===== config.mk =====
export PLATFORM = sky130hd
export DESIGN_NAME = usr8_top
export DESIGN_NICKNAME = d
export VERILOG_FILES = /design/src/usr8_pkg.sv /design/src/stage_bus_if.sv /design/src/stage_bank.sv /design/src/usr8_top.sv
export SDC_FILE = /design/constraint.sdc
export NUM_CORES = 1
export LEC_CHECK = 0
export ABC_AREA = 0
export BUFFER_PORTS_ARGS = -buffer_cell sky130_fd_sc_hd__buf_2
export CORE_UTILIZATION = 38
export DETAILED_ROUTE_END_ITERATION = 7
export GPL_TIMING_DRIVEN = 0
export PLACE_DENSITY = 0.85
export SYNTH_ARGS = -nofsm -noshare
export SYNTH_HDL_FRONTEND = slang
export SYNTH_HIERARCHICAL = 1
export SYNTH_SLANG_ARGS = --single-unit
export TNS_END_PERCENT = 20

===== constraint.sdc =====
create_clock -name mclk -period 2.2 [get_ports mclk]
set_clock_uncertainty 0.2 [all_clocks]
set_input_delay 0.66 -clock mclk [delete_from_list [all_inputs] [get_ports mclk]]
set_output_delay 0.66 -clock mclk [all_outputs]
set_load 0.05 [all_outputs]

===== src/usr8_pkg.sv =====
// Constants, types and register map of the eight-stage universal shift register
package usr8_pkg;

  // ------------------------------------------------------------
  // Widths
  // ------------------------------------------------------------
  localparam int unsigned STAGE_W = 8;
  localparam int unsigned ADDR_W  = 12;
  localparam int unsigned DATA_W  = 32;

  // ------------------------------------------------------------
  // Operating modes, code is {select1, select0}, Gray along the path
  // ------------------------------------------------------------
  typedef enum logic [1:0] {
    MODE_HOLD        = 2'h0,
    MODE_SHIFT_RIGHT = 2'h1,
    MODE_LOAD        = 2'h3,
    MODE_SHIFT_LEFT  = 2'h2
  } mode_t;

  // ------------------------------------------------------------
  // Register offsets (byte addresses on the APB port)
  // ------------------------------------------------------------
  localparam logic [ADDR_W-1:0] ADDR_DATA   = 12'h000;
  localparam logic [ADDR_W-1:0] ADDR_CTRL   = 12'h004;
  localparam logic [ADDR_W-1:0] ADDR_STATUS = 12'h008;

  // ------------------------------------------------------------
  // Field positions
  // ------------------------------------------------------------
  localparam int unsigned CTRL_STEP_BIT    = 0;
  localparam int unsigned CTRL_PINCLK_BIT  = 1;
  localparam int unsigned STATUS_MODE_LSB  = 0;
  localparam int unsigned STATUS_DRIVE_BIT = 2;

  // ------------------------------------------------------------
  // Reset values
  // ------------------------------------------------------------
  localparam logic [STAGE_W-1:0] STAGES_RESET = 8'h00;
  localparam logic               PINCLK_RESET = 1'b1;
  localparam logic [DATA_W-1:0]  RDATA_RESET  = 32'h0000_0000;

endpackage


===== src/stage_bus_if.sv =====
// Carrier between the control logic and the stage bank
`timescale 1ns/10ps
`default_nettype none

interface stage_bus_if;
  import usr8_pkg::*;

  mode_t               mode;        // Selected operating mode
  logic                step;        // One-cycle pulse: act on the stages
  logic                rightSerial; // Serial bit entering stage A
  logic                leftSerial;  // Serial bit entering stage H
  logic [STAGE_W-1:0]  loadData;    // Levels on the parallel terminals
  logic [STAGE_W-1:0]  stages;      // Current stage contents, A in bit 0

  modport ctrl (output mode, output step, output rightSerial, output leftSerial,
                output loadData, input stages);
  modport bank (input mode, input step, input rightSerial, input leftSerial,
                input loadData, output stages);
endinterface

`default_nettype wire


===== src/stage_bank.sv =====
// Eight storage stages with hold, shift right, shift left and load
`timescale 1ns/10ps
`default_nettype none

module stage_bank (
  input  wire logic  mclk,
  input  wire logic  rst,
  input  wire logic  asyncClearN,
  stage_bus_if.bank  bus
);
  import usr8_pkg::*;

  // ------------------------------------------------------------
  // Next-value function
  // ------------------------------------------------------------
  function automatic logic [STAGE_W-1:0] nextStages(
    input mode_t              m,
    input logic [STAGE_W-1:0] cur,
    input logic               rIn,
    input logic               lIn,
    input logic [STAGE_W-1:0] par
  );
    logic [STAGE_W-1:0] res;
    res = cur;
    unique case (m)
      MODE_HOLD:        res = cur;
      MODE_SHIFT_RIGHT: res = {cur[STAGE_W-2:0], rIn};
      MODE_SHIFT_LEFT:  res = {lIn, cur[STAGE_W-1:1]};
      MODE_LOAD:        res = par;
    endcase
    return res;
  endfunction

  logic [STAGE_W-1:0] stages;
  assign bus.stages = stages;

  // ------------------------------------------------------------
  // Stage register
  // ------------------------------------------------------------
  // clear without clock
  always_ff @(posedge mclk or negedge asyncClearN) begin
    if (!asyncClearN) begin
      stages <= STAGES_RESET;
    end else if (rst) begin
      stages <= STAGES_RESET;
    end else if (bus.step) begin
      stages <= nextStages(bus.mode, stages, bus.rightSerial, bus.leftSerial,
                           bus.loadData);
    end
  end

endmodule

`default_nettype wire


===== src/usr8_top.sv =====
// Top of the eight-stage universal shift register with APB access
`timescale 1ns/10ps
`default_nettype none

// Notes on behaviour
// - Two select inputs choose hold, shift right, shift left or load.
// - Eight stages A to H, each tied to its own two-way terminal.
// - Clear low empties all stages and serial outputs at once.
// - Either disable input high turns all parallel drivers off.
// - Disabled drivers leave shifting, loading, holding and clearing untouched.
// - Hold keeps every stage and all outputs unchanged across edges.
// - Shift right feeds stage A from right input; left feeds H.
// - Load captures terminals A to H; drivers stay off while loading.
module usr8_top (
  input  wire logic                    mclk,
  input  wire logic                    rst,
  // Device pins
  input  wire logic                    modeSelect0,
  input  wire logic                    modeSelect1,
  input  wire logic                    outputDisable1N,
  input  wire logic                    outputDisable2N,
  input  wire logic                    asyncClearN,
  input  wire logic                    leftSerialIn,
  input  wire logic                    rightSerialIn,
  input  wire logic                    shiftClock,
  input  wire logic [usr8_pkg::STAGE_W-1:0] parallelIoIn,
  output logic      [usr8_pkg::STAGE_W-1:0] parallelIoOut,
  output logic                         parallelIoOe,
  output logic                         firstStageSerialOut,
  output logic                         lastStageSerialOut,
  // APB slave
  input  wire logic                    psel,
  input  wire logic                    penable,
  input  wire logic                    pwrite,
  input  wire logic [usr8_pkg::ADDR_W-1:0] paddr,
  input  wire logic [usr8_pkg::DATA_W-1:0] pwdata,
  output logic      [usr8_pkg::DATA_W-1:0] prdata,
  output logic                         pready,
  output logic                         pslverr
);
  import usr8_pkg::*;

  stage_bus_if bus ();

  mode_t mode;
  logic  prevShiftClock;
  logic  pinEdge;
  logic  swStep;
  logic  pinClockOn;
  logic  driveOn;
  logic  setupPhase;
  logic  accessPhase;
  logic  mapped;

  // ------------------------------------------------------------
  // Mode selection
  // ------------------------------------------------------------
  // select pins to mode
  assign mode = mode_t'({modeSelect1, modeSelect0});

  // ------------------------------------------------------------
  // Shift clock edge detection
  // ------------------------------------------------------------
  // Previous level of the shift clock pin
  always_ff @(posedge mclk) begin
    if (rst) begin
      prevShiftClock <= 1'b0;
    end else begin
      prevShiftClock <= shiftClock;
    end
  end

  assign pinEdge = shiftClock && !prevShiftClock && pinClockOn;

  // ------------------------------------------------------------
  // Stage bank connection
  // ------------------------------------------------------------
  // step ignores drivers
  assign bus.mode        = mode;
  assign bus.step        = pinEdge || swStep;
  assign bus.rightSerial = rightSerialIn;
  assign bus.leftSerial  = leftSerialIn;
  assign bus.loadData    = parallelIoIn;

  stage_bank u_bank (
    .mclk        (mclk),
    .rst         (rst),
    .asyncClearN (asyncClearN),
    .bus         (bus)
  );

  // ------------------------------------------------------------
  // Pin outputs
  // ------------------------------------------------------------
  // drive only with both disables low and not in load
  assign driveOn = !outputDisable1N && !outputDisable2N && (mode != MODE_LOAD);
  assign parallelIoOe = driveOn;
  assign parallelIoOut = bus.stages;
  assign firstStageSerialOut = bus.stages[0];
  assign lastStageSerialOut  = bus.stages[STAGE_W-1];

  // ------------------------------------------------------------
  // APB slave
  // ------------------------------------------------------------
  assign setupPhase  = psel && !penable;
  assign accessPhase = psel && penable;
  assign mapped      = (paddr == ADDR_DATA) || (paddr == ADDR_CTRL) ||
                       (paddr == ADDR_STATUS);
  assign pready      = 1'b1;                 // No wait states
  assign pslverr     = accessPhase && !mapped;

  // Software step pulse and pin clock gate
  always_ff @(posedge mclk) begin
    if (rst) begin
      swStep     <= 1'b0;
      pinClockOn <= PINCLK_RESET;
    end else begin
      swStep <= 1'b0;
      if (accessPhase && pwrite && (paddr == ADDR_CTRL)) begin
        swStep     <= pwdata[CTRL_STEP_BIT];
        pinClockOn <= pwdata[CTRL_PINCLK_BIT];
      end
    end
  end

  // Read data captured in the setup cycle
  always_ff @(posedge mclk) begin
    if (rst) begin
      prdata <= RDATA_RESET;
    end else if (setupPhase && !pwrite) begin
      prdata <= RDATA_RESET;
      if (paddr == ADDR_DATA) begin
        prdata[STAGE_W-1:0] <= bus.stages;
      end else if (paddr == ADDR_CTRL) begin
        prdata[CTRL_PINCLK_BIT] <= pinClockOn;
      end else if (paddr == ADDR_STATUS) begin
        prdata[STATUS_MODE_LSB +: 2] <= mode;
        prdata[STATUS_DRIVE_BIT]     <= driveOn;
      end
    end
  end

endmodule

`default_nettype wire


; Word level (Yosys, flattened, before mapping)
; Index checks and enable logic that the tools add are counted.
[word_totals]
out_inout_bits = 45
register_bits = 19
inputBits = 65
[op_classes]
eq_ne = 7
reduce_logical = 24
muxes = 9
n_bitwise = 1
[ops]
columns = cell, count
row1 = $pmux 8 s3, 1
row2 = $mux 8, 2
row3 = $eq 12x3->1 const B, 1
row4 = $eq 12x4->1 const B, 1
row5 = $logic_not 12->1, 1
row6 = $logic_and 1x1->1, 10
row7 = $logic_not 1->1, 6
row8 = $mux 3, 2
row9 = $mux 5, 1
row10 = $eq 2x2->1 const B, 2
row11 = $ne 2x2->1 const B, 2
row12 = $logic_or 1x1->1, 3
row13 = $mux 1, 3
row14 = $eq 2x1->1 const B, 1
row15 = $logic_not 2->1, 1
row16 = $reduce_and 2->1, 1
row17 = $reduce_bool 2->1, 1
row18 = $reduce_or 2->1, 1
row19 = $not 1->1, 1

; Depth between registers and ports, before layout
[logic_depth]
word_depth = 6
mapped_depth = 5

; Modules after synthesis
; The synthesis kept the hierarchy.
[by_module_without_submodules]
columns = mod, cells_per_inst, area_per_inst_um2, seq_area_each_um2, n_inst
row1 = usr8_top, 83, 734.5, 220.2, 1
row2 = stage_bank, 47, 524.3, 200.2, 1

; Worst setup path before layout
; Ideal clock, no wire load.
[synth_path]
kind = input-to-output
startpoint = input port modeSelect0
endpoint = output port parallelIoOe
n_path_buf = 0
path_stages = 1
arrival_ps = 1913
slack_ps = -573
t_required_ps = 1340
path_cell_list = a211oi_1
[synth_via]
elab_chain_len = 2
[synth_rtl]
columns = item, line_no
row1 = start: declaration, usr8_top.sv:18  ; input wire logic modeSelect0,
row2 = $ne 2x2->1, usr8_top.sv:96  ; assign driveOn = !outputDisable1N && !outputDisable2N && (mode != MODE_LOAD);
row3 = $logic_and 1x1->1, usr8_top.sv:96
row4 = end: declaration, usr8_top.sv:28  ; output logic parallelIoOe,
; Every way passes these cells.

; Final worst setup path
[layout_path]
startpoint = input port paddr[6] (netlist name)
endpoint = output port pslverr
[layout_via]
elab_chain_len = 5
[layout_rtl]
columns = item, line_no
row1 = start: declaration, usr8_top.sv:35  ; input wire logic [usr8_pkg::ADDR_W-1:0] paddr,
row2 = $eq 12x3->1 or $logic_not 12->1 (tied branches), usr8_top.sv:107  ; assign mapped = (paddr == ADDR_DATA) || (paddr == ADDR_CTRL) ||
row3 = $logic_or 1x1->1, usr8_top.sv:107
row4 = $logic_or 1x1->1 (*), usr8_top.sv:107
row5 = $logic_not 1->1 (*), usr8_top.sv:110  ; assign pslverr = accessPhase && !mapped;
row6 = $logic_and 1x1->1 (*), usr8_top.sv:110
row7 = end: declaration, usr8_top.sv:39  ; output logic pslverr
; Mark *: on every way between the ends. The rest lies on a longest branch, timed or not.

==> flow_metrics.py <==
metrics = {
    "layout": {
        "area_delta_synth_final_pct": 41.8,
        "mostFrequentLayoutCells": "buf_2 (48), buf_4 (32), conb_1 (25)",
        "layout-drive-gt1-share_pct": 52.6,
        "instances_no_fill": 259,
        "n_antenna_cell": 0,
        "final_common_cell": "buf_2",
        "multi_input_area_um2": 696,
        "final_util_pct": 57.5,
        "fin_nets": 281,
        "seqCellArea_um2": 420,
        "fill_cells": 302,
    },
    "clock_network": {
        "cts_sinks": 19,
        "clock_latency_ns": 0.29,
        "tritoncts": "built",
        "clk_pin_slew_ns": 0.11,
        "cts-buffers-inserted": 3,
        "h-tree-depth": 1,
        "cts_root_buf": "clkbuf_4",
        "clockBufferDepth": 2,
    },
    "global_routing": {
        "grt_pass1_vias": 1032,
        "use_met3_pct": 2.84,
        "grtUsageMet1_pct": 22.2,
        "overflow": 0,
        "grt.total_usage_pct": 17.0,
        "globalRoute.busiestLayer": "met2",
        "met2_usage_pct": 29.2,
        "antenna_found_initial": 0,
        "grt_pass1_wl_mm": 4.57,
        "grt_max_degree": 11,
    },
    "power_and_ir_drop": {
        "p_leak_uw": 0.000974,
        "finalPower_uw": 861,
        "netSwitchingPower_uw": 324,
        "p_sw_share_pct": 37.6,
        "p_int_uw": 538,
        "ir_worst_vdd_uv": 194,
        "power_frac_comb_pct": 37.6,
        "p_seq_share_pct": 42.4,
        "p_clk_share_pct": 20.0,
        "power_density_mw_per_mm2": 482,
    },
    "logic_synthesis": {
        "synth-simple-area-share_pct": 21.7,
        "muxShareOfSynthArea_pct": 8.75,
        "ys_seq_area_share_pct": 33.4,
        "synth_fa_ha_area_share_pct": 0,
        "synth_top_family_by_area": "simple AND/OR/NAND/NOR gates",
        "synth_cell_types": 34,
        "synth-xor-area-share_pct": 0,
        "synth_cells": 130,
        "syn_area_mm2": 0.00126,
        "syn_area_per_cell_um2": 9.68,
        "ys_ff_latch": 19,
        "synth_compound_area_share_pct": 15.8,
        "yosys_warnings": 6,
    },
    "sta": {
        "maxSlewViolCount": 0,
        "tightest_slew_ns": 0.559,
        "tns_ns": -0.126,
        "hold_violations": 0,
        "slew_headroom_pct": 62.7,
        "min_period_ns": 2.33,
        "max_freq_mhz": 430,
        "finalSetupViolCount": 1,
        "fin_crit_sh_pct": 106,
        "rsz0062_at_grt": "true",
        "layout_setup_ws_ns": -0.126,
    },
    "place": {
        "place_hpwl_mm": 2.22,
        "port_buffers": 53,
        "gp_congestion": 0.799,
        "placed_cells": 250,
    },
    "critical_path": {
        "critPathKind": "input pin to output pin",
        "end_kind": "output pin",
        "regToRegEndpoint": "u_bank/bus.stages[7]$_DFFE_PN0P_",
        "critPathLaunchType": "input pin",
        "reg2reg_slack_ns": 0.79,
        "crit_chain": "buf_6 > nor4_4 > and3_4 > a21oi_2 > buf_6",
        "startpoint": "paddr[6]",
        "crit_slowest_cell": "nor4_4",
        "max_stage_delay_ns": 0.28,
        "reg2reg_depth": 5,
        "cpMostUsedCell": "buf_6",
        "worst_ep_arrival_time_ns": 1.47,
        "required_ns": 1.34,
        "crit_fanout": 2,
        "worstReg2RegStart": "prevShiftClock$_SDFF_PP0_",
    },
    "detailed_routing": {
        "viasPerCell": 4.46,
        "drtIter0Drc": 20,
        "first_pass_iters": 4,
        "routedWlPerCell_um": 11.1,
        "drt-total-wl_mm": 2.86,
        "antenna_left": 0,
        "num_vias": 1156,
        "drc": 0,
    },
    "hold_path": {
        "holdPathStages": 2,
        "hp-class": "flop to flop",
        "hp-start": "prdata[0]$_SDFFE_PP0P_",
        "hold_end": "prdata[0]$_SDFFE_PP0P_",
    },
    "floorplanning": {
        "coreArea_mm2": 0.00310,
        "die_w_um": 59.6,
        "ioPinCount": 110,
        "row_count": 20,
        "die_height_um": 59.6,
        "dieArea_mm2": 0.00355,
        "initial_core_util_pct": 40.6,
    },
    "outcome": {
        "outcome": "finished, violations left",
        "violations": "negative setup slack",
    },
    "flow_run": {
        "cap_violations": 0,
    },
}
power by group through the flow:
stage               logic, uW  registers (uW)  clock network (uW)
finish                    324             365                 172
CTS                       320             365                 176
global route              344             367                 195
floorplan                 217             397                   0
detailed placement        311             373                   0
global placement          309             372                   0
cells by family after synthesis:
kind of cell	Yosys count
muxes	11
buffers and inverters	33
AOI/OAI and AO/OA	24
other	2
DFF	19
and+or+nand+nor	41
flip-flops by register name (all words and copies together), names as in the netlist:
name / count
pinClockOn: 1
prdata: 8
prevShiftClock: 1
swStep: 1
u_bank/bus.stages: 8
worst max-delay path: cells and delay by family:
kind / cells / cell delay (ns)
AO/OA/AOI/OAI: 1 / 0.05
buffers and inverters: 2 / 0.24
AND/OR/NAND/NOR: 2 / 0.51
worst max path at each step:
stage | end | depth (start not counted)
after global placement | pslverr | 5
final | pslverr | 5
after global routing | pslverr | 5
after detailed placement | pslverr | 5
after CTS | pslverr | 5
after floorplan | pslverr | 3
Yosys cell counts (all sizes together):
master | count | area (um2)
buf | 31 | 241
nand2 | 13 | 48.8
dfxtp | 11 | 220
mux2i | 11 | 110
a32o | 8 | 86.3
dfrtp | 8 | 200
or2 | 8 | 50.1
nor2 | 6 | 32.5
a22o | 5 | 43.8
a21oi | 3 | 15.0
nand4 | 3 | 18.8
nor4 | 3 | 48.8
o21ai | 3 | 15.0
conb | 2 | 7.51
inv | 2 | 7.51
nor2b | 2 | 12.5
a211oi | 1 | 7.51
a21o | 1 | 7.51
a31o | 1 | 8.76
and3 | 1 | 7.51
nand3 | 1 | 10.0
nor3 | 1 | 10.0
nor3b | 1 | 18.8
nor4b | 1 | 8.76
o21a | 1 | 7.51
o21bai | 1 | 7.51
or3 | 1 | 6.26
area by class of cell:
cell class | count | share of cell area, %
multi-input combinational | 101 | 39.0
clock buffer | 4 | 1.47
sequential | 19 | 23.5
inverter | 2 | 0.420
tap | 44 | 3.08
timing repair buffer | 58 | 19.0
buffer | 31 | 13.5
per-stage QoR:
step           hold slack, ns  worst slack (ns)  instance area, um2
4_1_cts                 0.268            -0.125                1770
3_3_place_gp            0.234            -0.247                1680
2_1_floorplan           0.164           -0.0595                1360
5_1_grt                 0.302            -0.159                1790
6_report                0.261            -0.126                1790
3_5_place_dp            0.243            -0.248                1680
metal layers:
layer	part of all wire (%)	vias up
met5	0	-
met4	1.7	0
met3	5.8	6
met2	49	42
met1	43	525
li1	-	583
what timing repair did:
action / in CTS / in global routing
buffers inserted: 3 / 1
pin swaps: 4 / 3
hold buffers: 1 / 0
endpoints found under the hold margin: 8 / 0
gates resized for setup: 7 / 1
endpoints found under the setup margin: 2 / 1
(Power assumes the default switching activity.)
